File: src/vsl_pkg.sv
// Purpose: Shared constants for the frame-sync-locked PWM configuration block
// Assumes: 40 MHz pclk, APB register access with 32-bit data
// Notes:   Register offsets are word indexes; byte address is four times the index
package vsl_pkg;
	localparam logic [7:0]  IDX_DIV_HIGH   = 8'hA6;
	localparam logic [7:0]  IDX_DIV_LOW    = 8'hA7;
	localparam logic [11:0] ADDR_DIV_HIGH  = {2'h0, IDX_DIV_HIGH, 2'h0};
	localparam logic [11:0] ADDR_DIV_LOW   = {2'h0, IDX_DIV_LOW, 2'h0};
	localparam logic [11:0] ADDR_CTRL      = 12'h000;
	localparam logic [11:0] ADDR_STATUS    = 12'h004;
	// Divider low byte layout
	localparam int          LOW_DIV_LSB    = 3;
	localparam int          LOW_FRES_BIT   = 2;
	localparam int          LOW_HYST_LSB   = 0;
	// Control register layout
	localparam int          CTRL_LOCK_BIT  = 0;
	localparam int          CTRL_RES_LSB   = 1;
	localparam int          CTRL_FREQ_LSB  = 8;
	// Status register layout
	localparam int          STAT_FRES_BIT  = 0;
	localparam int          STAT_LOCK_BIT  = 1;
	localparam int          STAT_DUTY_LSB  = 16;
	// Reset values
	localparam logic [7:0]  RST_DIV_HIGH   = 8'h00;
	localparam logic [7:0]  RST_DIV_LOW    = 8'h00;
	localparam logic [15:0] RST_CTRL       = 16'h0000;
	// Loop rate: pclk divide ratio per resolution code (40 MHz / 8,4,2,1 = 5,10,20,40 MHz)
	localparam int          PCLK_MHZ       = 40;
	localparam int          LOOP_MHZ_0     = 5;
	localparam int          LOOP_MHZ_1     = 10;
	localparam int          LOOP_MHZ_2     = 20;
	localparam int          LOOP_MHZ_3     = 40;
	localparam logic [3:0]  LOOP_DIV_0     = 4'(PCLK_MHZ / LOOP_MHZ_0);
	localparam logic [3:0]  LOOP_DIV_1     = 4'(PCLK_MHZ / LOOP_MHZ_1);
	localparam logic [3:0]  LOOP_DIV_2     = 4'(PCLK_MHZ / LOOP_MHZ_2);
	localparam logic [3:0]  LOOP_DIV_3     = 4'(PCLK_MHZ / LOOP_MHZ_3);
	// Hysteresis dead band in 11-bit input LSBs for codes 01, 10, 11
	localparam logic [10:0] HYST_STEP_11B  = 11'h001;
	localparam logic [10:0] HYST_STEP_10B  = 11'h002;
	localparam logic [10:0] HYST_STEP_8B   = 11'h008;

	typedef enum logic [1:0] {
		VSL_HYST_OFF = 2'b00,
		VSL_HYST_11B = 2'b01,
		VSL_HYST_10B = 2'b10,
		VSL_HYST_8B  = 2'b11
	} vsl_hyst_t;
endpackage

File: src/vsl_tick_if.sv
// Purpose: Carrier between configuration logic and the period generator
// Assumes: Single pclk domain
// Notes:   Strobes are one pclk wide
`timescale 1ns/1ps
interface vsl_tick_if;
	logic        loop_tick;
	logic        lock_en;
	logic        frame_sync;
	logic [12:0] sync_div;
	logic [7:0]  free_period;
	logic        period_tick;

	modport ctl (output loop_tick, output lock_en, output frame_sync, output sync_div,
		output free_period, input period_tick);
	modport gen (input loop_tick, input lock_en, input frame_sync, input sync_div,
		input free_period, output period_tick);
endinterface
File: src/vsl_period_gen.sv
// Purpose: PWM period tick generator, free running or locked to frame sync
// Assumes: frame_sync and loop_tick are synchronous one-cycle strobes
// Notes:   A limit of zero acts as one so the tick never stalls
`timescale 1ns/1ps
module vsl_period_gen (
	input  wire logic pclk,
	input  wire logic presetn,
	vsl_tick_if.gen   tk
);
	logic [12:0] cnt_q;
	logic [12:0] limit;
	logic        tick_q;

	// Divider count only matters while locked; otherwise the free period rules
	assign limit = tk.lock_en ? tk.sync_div : {5'h00, tk.free_period};

	always_ff @(posedge pclk or negedge presetn) begin
		if (!presetn) begin
			cnt_q  <= 13'h0000;
			tick_q <= 1'b0;
		end else if (tk.lock_en && tk.frame_sync) begin
			cnt_q  <= 13'h0000;
			tick_q <= 1'b1;
		end else if (tk.loop_tick && ((cnt_q + 13'h0001) >= limit)) begin
			cnt_q  <= 13'h0000;
			tick_q <= 1'b1;
		end else if (tk.loop_tick) begin
			cnt_q  <= cnt_q + 13'h0001;
			tick_q <= 1'b0;
		end else begin
			tick_q <= 1'b0;
		end
	end

	assign tk.period_tick = tick_q;
endmodule // vsl_period_gen

File: src/vsl_sync_pwm_cfg.sv
// Purpose: Frame-sync-locked PWM timing configuration with APB registers
// Assumes: 40 MHz pclk; frame_sync, duty inputs synchronous to pclk
// Notes:   One wait state on every APB access
//
// How it works
// Divider count bits 12..5 fill all of the high divider byte.
// Divider count bits 4..0 sit in bits 7..3 of the low byte.
// Divider count used only while frame-sync lock is on, else ignored.
// Resistor enable bit 2 picks resistor or register field for PWM frequency.
// Hysteresis bits 1:0 filter small input duty changes at 11, 10, 8 bits.
// Programmer sets count to loop rate over N times frame rate.
// Loop rate 5, 10, 20 or 40 MHz chosen by resolution field.
// Programmer rounds the formula result to a whole unsigned 13-bit value.
`timescale 1ns/1ps
module vsl_sync_pwm_cfg (
	input  wire logic        pclk,
	input  wire logic        presetn,
	input  wire logic        psel,
	input  wire logic        penable,
	input  wire logic        pwrite,
	input  wire logic [11:0] paddr,
	input  wire logic [31:0] pwdata,
	output logic      [31:0] prdata,
	output logic             pready,
	output logic             pslverr,
	input  wire logic        frame_sync,
	input  wire logic [7:0]  freq_set_resistor,
	input  wire logic [10:0] duty_in,
	input  wire logic        duty_valid,
	output logic      [10:0] duty_out,
	output logic             period_tick,
	output logic             loop_tick
);
	////////////////////////////////////////////////////////////////////////////
	logic [7:0]  div_high_q;
	logic [7:0]  div_low_q;
	logic [15:0] ctrl_q;
	logic [31:0] prdata_q;
	logic        pready_q;
	logic        pslverr_q;
	logic [3:0]  loop_cnt_q;
	logic        loop_tick_q;
	logic [10:0] duty_q;
	logic        locked_q;
	logic        period_q;
	logic [3:0]  loop_div;
	logic [10:0] step;
	logic [10:0] diff;
	logic        access;
	logic        wr_en;
	logic        rd_en;
	logic        sel_high;
	logic        sel_low;
	logic        sel_ctrl;
	logic        hit;
	logic [31:0] rd_val;
	vsl_tick_if  tk ();

	////////////////////////////////////////////////////////////////////////////
	// APB: answer in the second access cycle so read data comes from a flop
	assign access   = psel && penable && !pready_q;
	assign rd_en    = access && !pwrite;
	// Writes land on the edge that completes the transfer, never earlier
	assign wr_en    = psel && penable && pready_q && pwrite;
	assign sel_high = (paddr == vsl_pkg::ADDR_DIV_HIGH);
	assign sel_low  = (paddr == vsl_pkg::ADDR_DIV_LOW);
	assign sel_ctrl = (paddr == vsl_pkg::ADDR_CTRL);

	always_comb begin
		hit    = 1'b1;
		rd_val = 32'h0000_0000;
		case (paddr)
			vsl_pkg::ADDR_DIV_HIGH: rd_val = {24'h00_0000, div_high_q};
			vsl_pkg::ADDR_DIV_LOW:  rd_val = {24'h00_0000, div_low_q};
			vsl_pkg::ADDR_CTRL:     rd_val = {16'h0000, ctrl_q};
			vsl_pkg::ADDR_STATUS: begin
				rd_val[vsl_pkg::STAT_FRES_BIT] = div_low_q[vsl_pkg::LOW_FRES_BIT];
				rd_val[vsl_pkg::STAT_LOCK_BIT] = locked_q;
				rd_val[vsl_pkg::STAT_DUTY_LSB +: 11] = duty_q;
			end
			default:                hit = 1'b0;
		endcase
	end

	always_ff @(posedge pclk or negedge presetn) begin
		if (!presetn) begin
			pready_q <= 1'b0;
		end else begin
			pready_q <= access;
		end
	end

	always_ff @(posedge pclk or negedge presetn) begin
		if (!presetn) begin
			pslverr_q <= 1'b0;
		end else begin
			pslverr_q <= access && !hit;
		end
	end

	// Read data is captured once, so it stands until the next read
	always_ff @(posedge pclk or negedge presetn) begin
		if (!presetn) begin
			prdata_q <= 32'h0000_0000;
		end else if (rd_en) begin
			prdata_q <= rd_val;
		end
	end

	// Registers; the status word is read-only and writes to it are ignored without an error
	always_ff @(posedge pclk or negedge presetn) begin
		if (!presetn) begin
			div_high_q <= vsl_pkg::RST_DIV_HIGH;
		end else if (wr_en && sel_high) begin
			div_high_q <= pwdata[7:0];
		end
	end

	always_ff @(posedge pclk or negedge presetn) begin
		if (!presetn) begin
			div_low_q <= vsl_pkg::RST_DIV_LOW;
		end else if (wr_en && sel_low) begin
			div_low_q <= pwdata[7:0];
		end
	end

	always_ff @(posedge pclk or negedge presetn) begin
		if (!presetn) begin
			ctrl_q <= vsl_pkg::RST_CTRL;
		end else if (wr_en && sel_ctrl) begin
			ctrl_q <= pwdata[15:0];
		end
	end

	////////////////////////////////////////////////////////////////////////////
	// Loop rate enable; a resolution change does not restart the divider
	// Limitation: the loop period around a resolution change may be short once
	always_comb begin
		case (ctrl_q[vsl_pkg::CTRL_RES_LSB +: 2])
			2'b00:   loop_div = vsl_pkg::LOOP_DIV_0;
			2'b01:   loop_div = vsl_pkg::LOOP_DIV_1;
			2'b10:   loop_div = vsl_pkg::LOOP_DIV_2;
			default: loop_div = vsl_pkg::LOOP_DIV_3;
		endcase
	end

	always_ff @(posedge pclk or negedge presetn) begin
		if (!presetn) begin
			loop_cnt_q  <= 4'h0;
			loop_tick_q <= 1'b0;
		end else if ((loop_cnt_q + 4'h1) >= loop_div) begin
			loop_cnt_q  <= 4'h0;
			loop_tick_q <= 1'b1;
		end else begin
			loop_cnt_q  <= loop_cnt_q + 4'h1;
			loop_tick_q <= 1'b0;
		end
	end

	////////////////////////////////////////////////////////////////////////////
	// Period generator hookup
	assign tk.loop_tick   = loop_tick_q;
	assign tk.lock_en     = ctrl_q[vsl_pkg::CTRL_LOCK_BIT];
	assign tk.frame_sync  = frame_sync;
	assign tk.sync_div    = {div_high_q, div_low_q[vsl_pkg::LOW_DIV_LSB +: 5]};
	// Resistor code replaces the register field only when enabled
	assign tk.free_period = div_low_q[vsl_pkg::LOW_FRES_BIT] ? freq_set_resistor
		: ctrl_q[vsl_pkg::CTRL_FREQ_LSB +: 8];

	vsl_period_gen vsl_period_gen_i (
		.pclk    (pclk),
		.presetn (presetn),
		.tk      (tk)
	);

	// Period tick passes one more flop so the output comes straight from a register
	always_ff @(posedge pclk or negedge presetn) begin
		if (!presetn) begin
			period_q <= 1'b0;
		end else begin
			period_q <= tk.period_tick;
		end
	end

	// Lock seen: set by a frame sync while locking; cleared when locking is off
	always_ff @(posedge pclk or negedge presetn) begin
		if (!presetn) begin
			locked_q <= 1'b0;
		end else if (!tk.lock_en) begin
			locked_q <= 1'b0;
		end else if (frame_sync) begin
			locked_q <= 1'b1;
		end
	end

	////////////////////////////////////////////////////////////////////////////
	// Input hysteresis: a change within the dead band is held back to stop flicker
	// Code 00 leaves the band at zero so every new duty passes
	always_comb begin
		case (vsl_pkg::vsl_hyst_t'(div_low_q[vsl_pkg::LOW_HYST_LSB +: 2]))
			vsl_pkg::VSL_HYST_11B: step = vsl_pkg::HYST_STEP_11B;
			vsl_pkg::VSL_HYST_10B: step = vsl_pkg::HYST_STEP_10B;
			vsl_pkg::VSL_HYST_8B:  step = vsl_pkg::HYST_STEP_8B;
			default:               step = 11'h000;
		endcase
		diff = (duty_in >= duty_q) ? (duty_in - duty_q) : (duty_q - duty_in);
	end

	always_ff @(posedge pclk or negedge presetn) begin
		if (!presetn) begin
			duty_q <= 11'h000;
		end else if (duty_valid && (diff > step)) begin
			duty_q <= duty_in;
		end
	end

	assign prdata      = prdata_q;
	assign pready      = pready_q;
	assign pslverr     = pslverr_q;
	assign duty_out    = duty_q;
	assign period_tick = period_q;
	assign loop_tick   = loop_tick_q;
endmodule // vsl_sync_pwm_cfg

File: config.mk
export PLATFORM = sky130hd
export DESIGN_NAME = vsl_sync_pwm_cfg
export DESIGN_NICKNAME = d
export VERILOG_FILES = /design/src/vsl_pkg.sv /design/src/vsl_tick_if.sv /design/src/vsl_period_gen.sv /design/src/vsl_sync_pwm_cfg.sv
export SDC_FILE = /design/constraint.sdc
export NUM_CORES = 1
export LEC_CHECK = 0
export BUFFER_PORTS_ARGS = -buffer_cell sky130_fd_sc_hd__buf_2
export CORE_ASPECT_RATIO = 0.6
export CORE_UTILIZATION = 46
export CTS_CLUSTER_SIZE = 24
export DETAILED_ROUTE_END_ITERATION = 12
export PLACE_DENSITY = 0.81
export SLEW_MARGIN = 0
export SYNTH_ARGS = -nofsm -noshare
export SYNTH_HDL_FRONTEND = slang
export SYNTH_HIERARCHICAL = 1
export SYNTH_SLANG_ARGS = --single-unit
export TNS_END_PERCENT = 10
File: constraint.sdc
create_clock -name pclk -period 4.9 [get_ports pclk]
set_input_delay 1.47 -clock pclk [delete_from_list [all_inputs] [get_ports pclk]]
set_output_delay 1.47 -clock pclk [all_outputs]
set_load 0.05 [all_outputs]
# Yosys cells after proc, flatten, opt, wreduce, memory -nomap -nowiden
# Cells that the tools add are included.
# op_classes
add_sub_neg	4
order_cmp	4
eq_ne	9
muxes	18
reduce_logical	19
# ops
cell	n
2-to-1 mux 13 bit	4
case mux 14 bit (3 select lines)	1
== test 12 x 10 -> 1 bit, second input constant	2
case mux 4 bit (3 select lines)	2
2-to-1 mux 11 bit	2
subtractor 11 bit	2
adder 13 x 1 -> 13 bit, second input constant	1
greater-or-equal comparator 13 bit	1
== test 12 x 3 -> 1 bit, second input constant	1
logical AND 1 bit	12
logical NOT 12 bit	1
greater-or-equal comparator 11 bit	1
> comparator 11 bit	1
2-to-1 mux 8 bit	1
case mux 2 bit (4 select lines)	1
== test 2 bit, second input constant	3
2-to-1 mux 1 bit	6
adder 4 x 1 -> 4 bit, second input constant	1
== test 2 x 1 -> 1 bit, second input constant	2
greater-or-equal comparator 4 bit	1
2-to-1 mux 4 bit	1
OR reduction 4 bit	1
logical NOT 1 bit	3
nonzero test 3 bit	1
2 further kinds	2
# word_totals
regBits	93
inputBits	70
output_inout_bits	47
elab_cells	67

# Logic depth before layout (Yosys ltp)
# Gate-level depths: netlist of run 1.
# depth
ltp_word	6
ltp_mapped	19
ltp_nobuf	17

# By module
# Netlist of run 1, hierarchy kept.
# by_module_without_submodules
mod	n_inst	cells_each	area_per_inst_um2	seq_area_each_um2
vsl_sync_pwm_cfg	1	432	4619.4	1976.9
vsl_period_gen	1	147	1206.2	350.3

# Worst setup path after synthesis of run 1
# OpenSTA, ideal clock, no wires.
# synth_path
kind	in2reg
from	input duty_in[3]
to	register duty_q[10], in the netlist duty_out[10]
setup_time_ns	0.128
t_arrival_ns	4.662
t_required_ns	4.772
setup_slack_ns	0.111
path_stages	17
n_path_buf	1
cell_sequence	inv_1 > ha_1 > buf_2 > o211a_1 > o31a_1 > o22ai_4 > o21ai_4 > mux2_2 > ha_1 > nor2b_1 > o21ai_0 > a32oi_1 > nor2_1 > o211ai_1 > a2111oi_2 > a41oi_2 > mux2_1
# synth_via
elab_chain_cells	4
elab_cells_between_ends	6
classes_between	2 x add/sub; 2 x order compare; 1 x mux; 1 x reduce/logical
# synth_rtl
element	line_no	rtl
from (decl)	vsl_sync_pwm_cfg.sv:28	input wire logic [10:0] duty_in,
subtractor 11 bit / greater-or-equal comparator 11 bit (equally long branches)	vsl_sync_pwm_cfg.sv:206	diff = (duty_in >= duty_q) ? (duty_in - duty_q) : (duty_q - duty_in);
2-to-1 mux 11 bit (*)	vsl_sync_pwm_cfg.sv:206	
> comparator 11 bit (*)	vsl_sync_pwm_cfg.sv:212	end else if (duty_valid && (diff > step)) begin
logical AND 1 bit (*)	vsl_sync_pwm_cfg.sv:212	
to (signal assigned)	vsl_sync_pwm_cfg.sv:213	duty_q <= duty_in;
to (decl)	vsl_sync_pwm_cfg.sv:43	logic [10:0] duty_q;
# Mark *: on every way between the ends. The rest lies on a longest branch, timed or not.
# A chain may end at the register's enable or synchronous reset.

# Worst setup path in the final report of run 1
# layout_path
from	input duty_in[1]
to	register duty_q[2], in the netlist duty_out[2]
# Same word-level chain as after synthesis.

==> flow_metrics.env, run 1 <==
export IMPL_dp_cells=868
export IMPL_status="completed"
export IMPL_critical_path_max_fanout=5
export IMPL_routed_wl_mm=16.2
export IMPL_grtUsageTotal_pct=25.7
export IMPL_p_total_mw=2.20
export IMPL_drt_wirelength_per_cell_um=18.3
export IMPL_place_ws_ns=-0.330
export IMPL_place_hpwl_mm=12.4
export IMPL_antenna_cells=0
export IMPL_die_y_um=89.2
export IMPL_setup_ws_ns=0.0929
export IMPL_endpoint_kind="flop"
export IMPL_path_clk_slew_ns=0.06
export IMPL_fmax_mhz=208
export IMPL_first_global_vias=4879
export IMPL_root_buffer="clkbuf_16"
export IMPL_coreArea_sq_um=12200
export IMPL_startpoint="duty_in[1]"
export IMPL_worstSkewPairLatency_ns=0.35
export IMPL_yosys_top_cells_count="dfrtp_1 (93), nand2_1 (53), ha_1 (43)"
export IMPL_ios=117
export IMPL_synth_area_sq_um=5830
export IMPL_drt_initial_drc_count=314
export IMPL_worstPathArrival_ns=5.04
export IMPL_nets=831
export IMPL_timing_max_cap_violations=0
export IMPL_cp_start_kind="input pin"
export IMPL_ys_async_sr_fraction_pct=100
export IMPL_finalHoldViolCount=0
export IMPL_fin_tns_setup_ns=0
export IMPL_synth_top_area_share_pct=39.9
export IMPL_drc=0
export IMPL_required_ns=5.13
export IMPL_slew_headroom_pct=18.7
export IMPL_cp_cell_sequence="buf_2, inv_1, ha_1, nor2b_4, o31a_1, o22ai_4, o21ai_4, mux2_4, ha_4, nor2b_1, o21ai_2, a32oi_2, nand3b_1, a2111oi_4, a41oi_2, buf_4, mux2i_1"
export IMPL_drt_pass1_iterations=5
export IMPL_r2r_setup_slack_ns=0.89
export IMPL_cts_hold_buffers=0
export IMPL_yosysMostFrequentCell="dfrtp_1"
export IMPL_num_vias=5028
export IMPL_synthCells=579
export IMPL_cts_sinks=93
export IMPL_clk_path_buf_depth=2
export IMPL_row_count=31
export IMPL_ys_warn_count=6
export IMPL_finalNonFillerCells=886
export IMPL_die_area_sq_um=13100
export IMPL_grt_pass1_wl_mm=25.7
export IMPL_r2r_cells=15
export IMPL_ys_top_cells_by_area="dfrtp_1 (40%), ha_1 (9.2%), mux2_2 (8.1%), nand2_1 (3.4%), mux2i_1 (3.1%)"
export IMPL_ys_ff_latch=93
export IMPL_slowest_stage="a2111oi_4"
export IMPL_power_leakage_nw=3.64
export IMPL_timing_rr_start="duty_out[1]$_DFFE_PN0P_"
export IMPL_crit_end="duty_out[2]$_DFFE_PN0P_"
export IMPL_routabilityCongestion=0.880
export IMPL_ys_types=67
export IMPL_synth_edf_count=0
export IMPL_ir_worst_vdd_uv=199
export IMPL_tritoncts="done"
export IMPL_drive_gt1_share_pct=32.9
export IMPL_port_buffers=95
export IMPL_power_density_nw_per_um2=306
export IMPL_ant_nets=0
export IMPL_grt_overflow_total=0
export IMPL_grt_max_degree=74
export IMPL_hold_depth=0
export IMPL_period_needed_ns=4.81
export IMPL_fin_crit_sh_pct=98.1
export IMPL_die_w_um=147
export IMPL_viasPerCell=5.67
export IMPL_h_tree_depth=3
export IMPL_cts_buffers_inserted=9
export IMPL_synth_area_per_cell_sq_um=10.1
export IMPL_r2r_end="duty_out[2]$_DFFE_PN0P_"
export IMPL_finalSetupViolCount=0
export IMPL_skew_ns=0.00891
export IMPL_initial_core_util_pct=47.7
export IMPL_drv_slew=0
export IMPL_tightest_slew_ns=1.22
export IMPL_critPathMaxStageDelay_ns=0.43
export IMPL_antenna_found_initial=1
export IMPL_hp_class="flop to flop"
export IMPL_syn_to_final_growth_pct=23.5
export IMPL_synth_flop_cell="dfrtp_1"
export IMPL_ys_seq_area_share_pct=39.9
export IMPL_synth_largest_area_cell="dfrtp_1"
export IMPL_path_class="input pin to flop"
cells by family (layout without fill, tap and decap cells):
family                   after synthesis  count (layout)  share of synthesized area [%]
multiplexers                          61              61                           11.4
XOR/XNOR                              23              23                           3.46
AND/OR/NAND/NOR                      166             166                           14.7
other                                  1               5                         0.0644
flip-flops                            93              93                           39.9
buffers and inverters                 69             207                           5.24
adder cells (fa/ha/maj)               45              45                           9.92
AO/OA/AOI/OAI                        121             121                           15.2
final cells by class:
cell class              count  area [sq um]
clock buffers              11           243
clock inverters             5          35.0
fillers                  1057          5030
inverters                  37           139
multi-input cells         421          3320
flip-flops and latches     93          2330
well taps                 165           206
repair buffers            154           925
layer usage:
layer / track usage [%] / vias to the layer above / wire (um)
li1: - / 2353 / -
met1: 37.4 / 2462 / 7920
met2: 39.5 / 194 / 6900
met3: 5.56 / 17 / 1260
met4: 5.25 / 2 / 150
met5: 0 / - / 13
placed cells by master (no fill, tap or decap), types with 6 or more instances in the layout:
master	n
a211oi_1	7
a21o_1	8
a21oi_1	15
a22o_1	11
a22oi_1	9
a31oi_1	9
buf_2	94
buf_4	59
clkbuf_16	9
dfrtp_1	93
ha_1	38
inv_1	37
mux2_2	41
mux2i_1	17
nand2_1	53
nand3_1	25
nand4_1	10
nor2_1	24
nor2b_1	10
nor3_1	10
o21a_1	6
o21ai_0	21
xnor2_1	14
xor2_1	9
worst max-delay path: cells and delay by family:
| family | cells | cell delay, ns |
|---|---|---|
| compound gates | 7 | 1.64 |
| buf+inv | 3 | 0.40 |
| mux | 2 | 0.45 |
| simple gates | 3 | 0.51 |
| fa+ha+maj | 2 | 0.55 |
where the power goes:
group | switching (mW) | internal (mW) | leakage, nW
registers | 0.0320 | 0.806 | 1.26
logic | 0.413 | 0.291 | 2.24
clock network | 0.302 | 0.359 | 0.136
repair_timing:
item                       in CTS  in global routing
setup endpoints to repair       0                 11
gates resized for setup         0                 21
setup buffers                   0                  1
registers in the layout, indices dropped and copies added (netlist names):
register / flops
vsl_period_gen_i/cnt_q: 13
pslverr: 1
ctrl_q: 16
duty_out: 11
prdata: 27
period_tick: 1
loop_tick: 1
loop_cnt_q: 4
div_high_q: 8
locked_q: 1
pready: 1
vsl_period_gen_i/tk.period_tick: 1
div_low_q: 8
worst min-delay path by stage:
stage | startpoint | endpoint | slack (ns)
after floorplan | vsl_period_gen_i/tk.period_tick$_DFF_PN0_ | period_tick$_DFF_PN0_ | 0.33
after global placement | vsl_period_gen_i/tk.period_tick$_DFF_PN0_ | period_tick$_DFF_PN0_ | 0.34
after detailed placement | vsl_period_gen_i/tk.period_tick$_DFF_PN0_ | period_tick$_DFF_PN0_ | 0.34
after CTS | vsl_period_gen_i/tk.period_tick$_DFF_PN0_ | period_tick$_DFF_PN0_ | 0.35
after global routing | vsl_period_gen_i/tk.period_tick$_DFF_PN0_ | period_tick$_DFF_PN0_ | 0.36
final | vsl_period_gen_i/tk.period_tick$_DFF_PN0_ | period_tick$_DFF_PN0_ | 0.35
per-stage QoR:
step	cell area (sq um)	util [%]	hold WS, ns
floorplan	5840	-	0.331
global placement	6800	55.6	0.336
detailed placement	6800	55.6	0.336
CTS	7070	57.9	0.351
global route	7190	58.9	0.355
finish	7190	58.9	0.347
(Power assumes the default switching activity.)
==> inputs of run 2 (changes only) <==
Settings changed: CORE_MARGIN from default to 5, CTS_CLUSTER_DIAMETER from default to 100.
Clock period 4.9 ns to 4.7 ns, I/O delays scaled along.
==> run 2 against run 1 <==
  * Cell area rose by 2.1%
  * Setup slack got worse by 0.025 ns
  * Clock-buffer cell count did not move
  * Critical path depth did not move
  * Combinational power rose by 4.7%
  * Clock skew rose by 0.0023 ns
  * Total power rose by 12%
  * Largest power group unchanged
==> flow_metrics.env, run 2 (synthesis results as in run 1) <==
export IMPL_timing_rr_start="duty_out[3]$_DFFE_PN0P_"
export IMPL_hold_depth=0
export IMPL_ios=117
export IMPL_largest_register_ffs=27
export IMPL_fill_cells=1002
export IMPL_drive_gt1_share_pct=34.0
export IMPL_layout_commonest_cell="buf_2"
export IMPL_worstSkewPairLatency_ns=0.35
export IMPL_final_cell_mix="buf_2 (94), dfrtp_1 (93), buf_4 (60)"
export IMPL_period_needed_ns=4.63
export IMPL_critPathMaxStageDelay_ns=0.38
export IMPL_endpoint_kind="flop"
export IMPL_h_tree_depth=3
export IMPL_place_hpwl_mm=12.7
export IMPL_cts_hold_buffers=0
export IMPL_r2r_setup_slack_ns=0.80
export IMPL_r2r_cells=16
export IMPL_grt_pass1_wl_mm=26.5
export IMPL_cp_cell_sequence="buf_2, buf_4, ha_4, a21o_1, a211o_1, o22ai_4, o21ai_4, mux2_4, ha_4, nor2b_4, o21ai_1, a32oi_1, nor2_1, o211ai_1, a2111oi_4, a41oi_2, mux2_1"
export IMPL_clk_path_buf_depth=2
export IMPL_hp_class="flop to flop"
export IMPL_post_route_util_pct=60.1
export IMPL_drt_wirelength_per_cell_um=18.9
export IMPL_setup_ws_ns=0.0681
export IMPL_clkPwrFrac_pct=34.5
export IMPL_p_sw_mw=0.782
export IMPL_finalSetupViolCount=0
export IMPL_viasPerCell=5.76
export IMPL_startpoint="duty_in[4]"
export IMPL_die_area_sq_um=15100
export IMPL_cp_common_cell="ha_4"
export IMPL_drt_pass1_iterations=5
export IMPL_hp_start="vsl_period_gen_i/tk.period_tick$_DFF_PN0_"
export IMPL_path_clk_slew_ns=0.07
export IMPL_worstPathArrival_ns=4.86
export IMPL_combPwrFrac_pct=29.9
export IMPL_finalHoldViolCount=0
export IMPL_intPower_mw=1.68
export IMPL_num_vias=5123
export IMPL_ant_nets=0
export IMPL_r2r_end="duty_out[10]$_DFFE_PN0P_"
export IMPL_fin_crit_sh_pct=98.6
export IMPL_slowest_stage="a2111oi_4"
export IMPL_cts_buffers_inserted=9
export IMPL_drt_initial_drc_count=414
export IMPL_drv_slew=0
export IMPL_cts_sinks=93
export IMPL_syn_to_final_growth_pct=26.1
export IMPL_coreArea_sq_um=12200
export IMPL_root_buffer="clkbuf_16"
export IMPL_critical_path_max_fanout=4
export IMPL_die_y_um=97.2
export IMPL_timing_max_cap_violations=0
export IMPL_grt_overflow_total=0
export IMPL_first_global_vias=5089
export IMPL_die_w_um=155
export IMPL_placed_area_sq_um=6810
export IMPL_grt_max_degree=60
export IMPL_place_ws_ns=-0.501
export IMPL_drc=0
export IMPL_nets=834
export IMPL_path_class="input pin to flop"
export IMPL_switching_share_pct=31.7
export IMPL_slew_headroom_pct=20.2
export IMPL_p_total_mw=2.46
export IMPL_seqPwrFrac_pct=35.6
export IMPL_power_density_nw_per_um2=336
export IMPL_routabilityCongestion=0.910
export IMPL_antenna_found_initial=1
export IMPL_power_leakage_nw=3.69
export IMPL_required_ns=4.93
export IMPL_initial_core_util_pct=47.7
export IMPL_cp_start_kind="input pin"
export IMPL_grtUsageTotal_pct=21.9
export IMPL_antenna_cells=0
export IMPL_routed_wl_mm=16.8
export IMPL_status="completed"
export IMPL_port_buffers=95
export IMPL_final_cell_area_sq_um=7340
export IMPL_tritoncts="done"
export IMPL_rsz0062_at_grt="true"
export IMPL_skew_ns=0.0112
export IMPL_tightest_slew_ns=1.20
export IMPL_row_count=31
export IMPL_fmax_mhz=216
export IMPL_hold_end="period_tick$_DFF_PN0_"
export IMPL_holdWs_ns=0.356
export IMPL_ir_worst_vdd_uv=180
-- run 2: cell count changes in the layout (fill, tap and decap cells not counted), sizes merged --
cell,before,now
buf,154,157
bufinv,0,3
clkinv,3,0
-- run 2: critical path, delay by kind of cell --
family	cells	cell delay, ns
mux	2	0.71
compound gates	9	1.86
fa+ha+maj	2	0.37
buf+inv	2	0.25
simple gates	2	0.25
-- run 2: cell type report --
class                   instances  area (sq um)  area share [%]
inverters                      37           139            1.89
multi-input cells             421          3370            45.9
well taps                     165           206            2.81
clock buffers                  11           243            3.30
repair buffers                157           955            13.0
clock inverters                 5           106            1.45
flip-flops and latches         93          2330            31.7
-- run 2: how the worst max path moves through the flow --
stage          cells past startpoint                  endpoint  slack (ns)
2_1_floorplan                     16  duty_out[10]$_DFFE_PN0P_      0.0007
3_3_place_gp                      17   duty_out[1]$_DFFE_PN0P_       -0.40
3_5_place_dp                      18   duty_out[7]$_DFFE_PN0P_       -0.50
4_1_cts                           18   duty_out[7]$_DFFE_PN0P_        0.03
5_1_grt                           18   duty_out[0]$_DFFE_PN0P_       -0.06
6_report                          17  duty_out[10]$_DFFE_PN0P_        0.07
-- run 2: repair_timing --
item                       4_1_cts  5_1_grt
buffers inserted                 0        2
pin swaps                        3       14
resized for setup                9       19
setup endpoints to repair       11       11
gates cloned                     1        0
-- run 2: layer usage --
| metal | vias up | GRT usage (%) | part of all wire, % |
|---|---|---|---|
| met5 | - | 0 | 0.077 |
| met4 | 2 | 4.44 | 1.1 |
| met3 | 24 | 5.43 | 8.7 |
| met2 | 239 | 32.5 | 44 |
| met1 | 2503 | 32.4 | 46 |
| li1 | 2355 | - | - |
-- run 2: power groups by stage --
| stage | registers (mW) | clock network, mW | logic (mW) |
|---|---|---|---|
| floorplan | 0.945 | 0 | 0.381 |
| global placement | 0.885 | 0 | 0.644 |
| detailed placement | 0.889 | 0 | 0.674 |
| CTS | 0.874 | 0.870 | 0.695 |
| global route | 0.880 | 0.897 | 0.804 |
| finish | 0.877 | 0.851 | 0.737 |
-- run 2: stage by stage --
| stage | instances | TNS, ns |
|---|---|---|
| after floorplan | 583 | 0 |
| final | 889 | 0 |
| after global placement | 870 | -4.33 |
| after detailed placement | 870 | -5.13 |
| after CTS | 887 | 0 |
| after global routing | 889 | -0.465 |
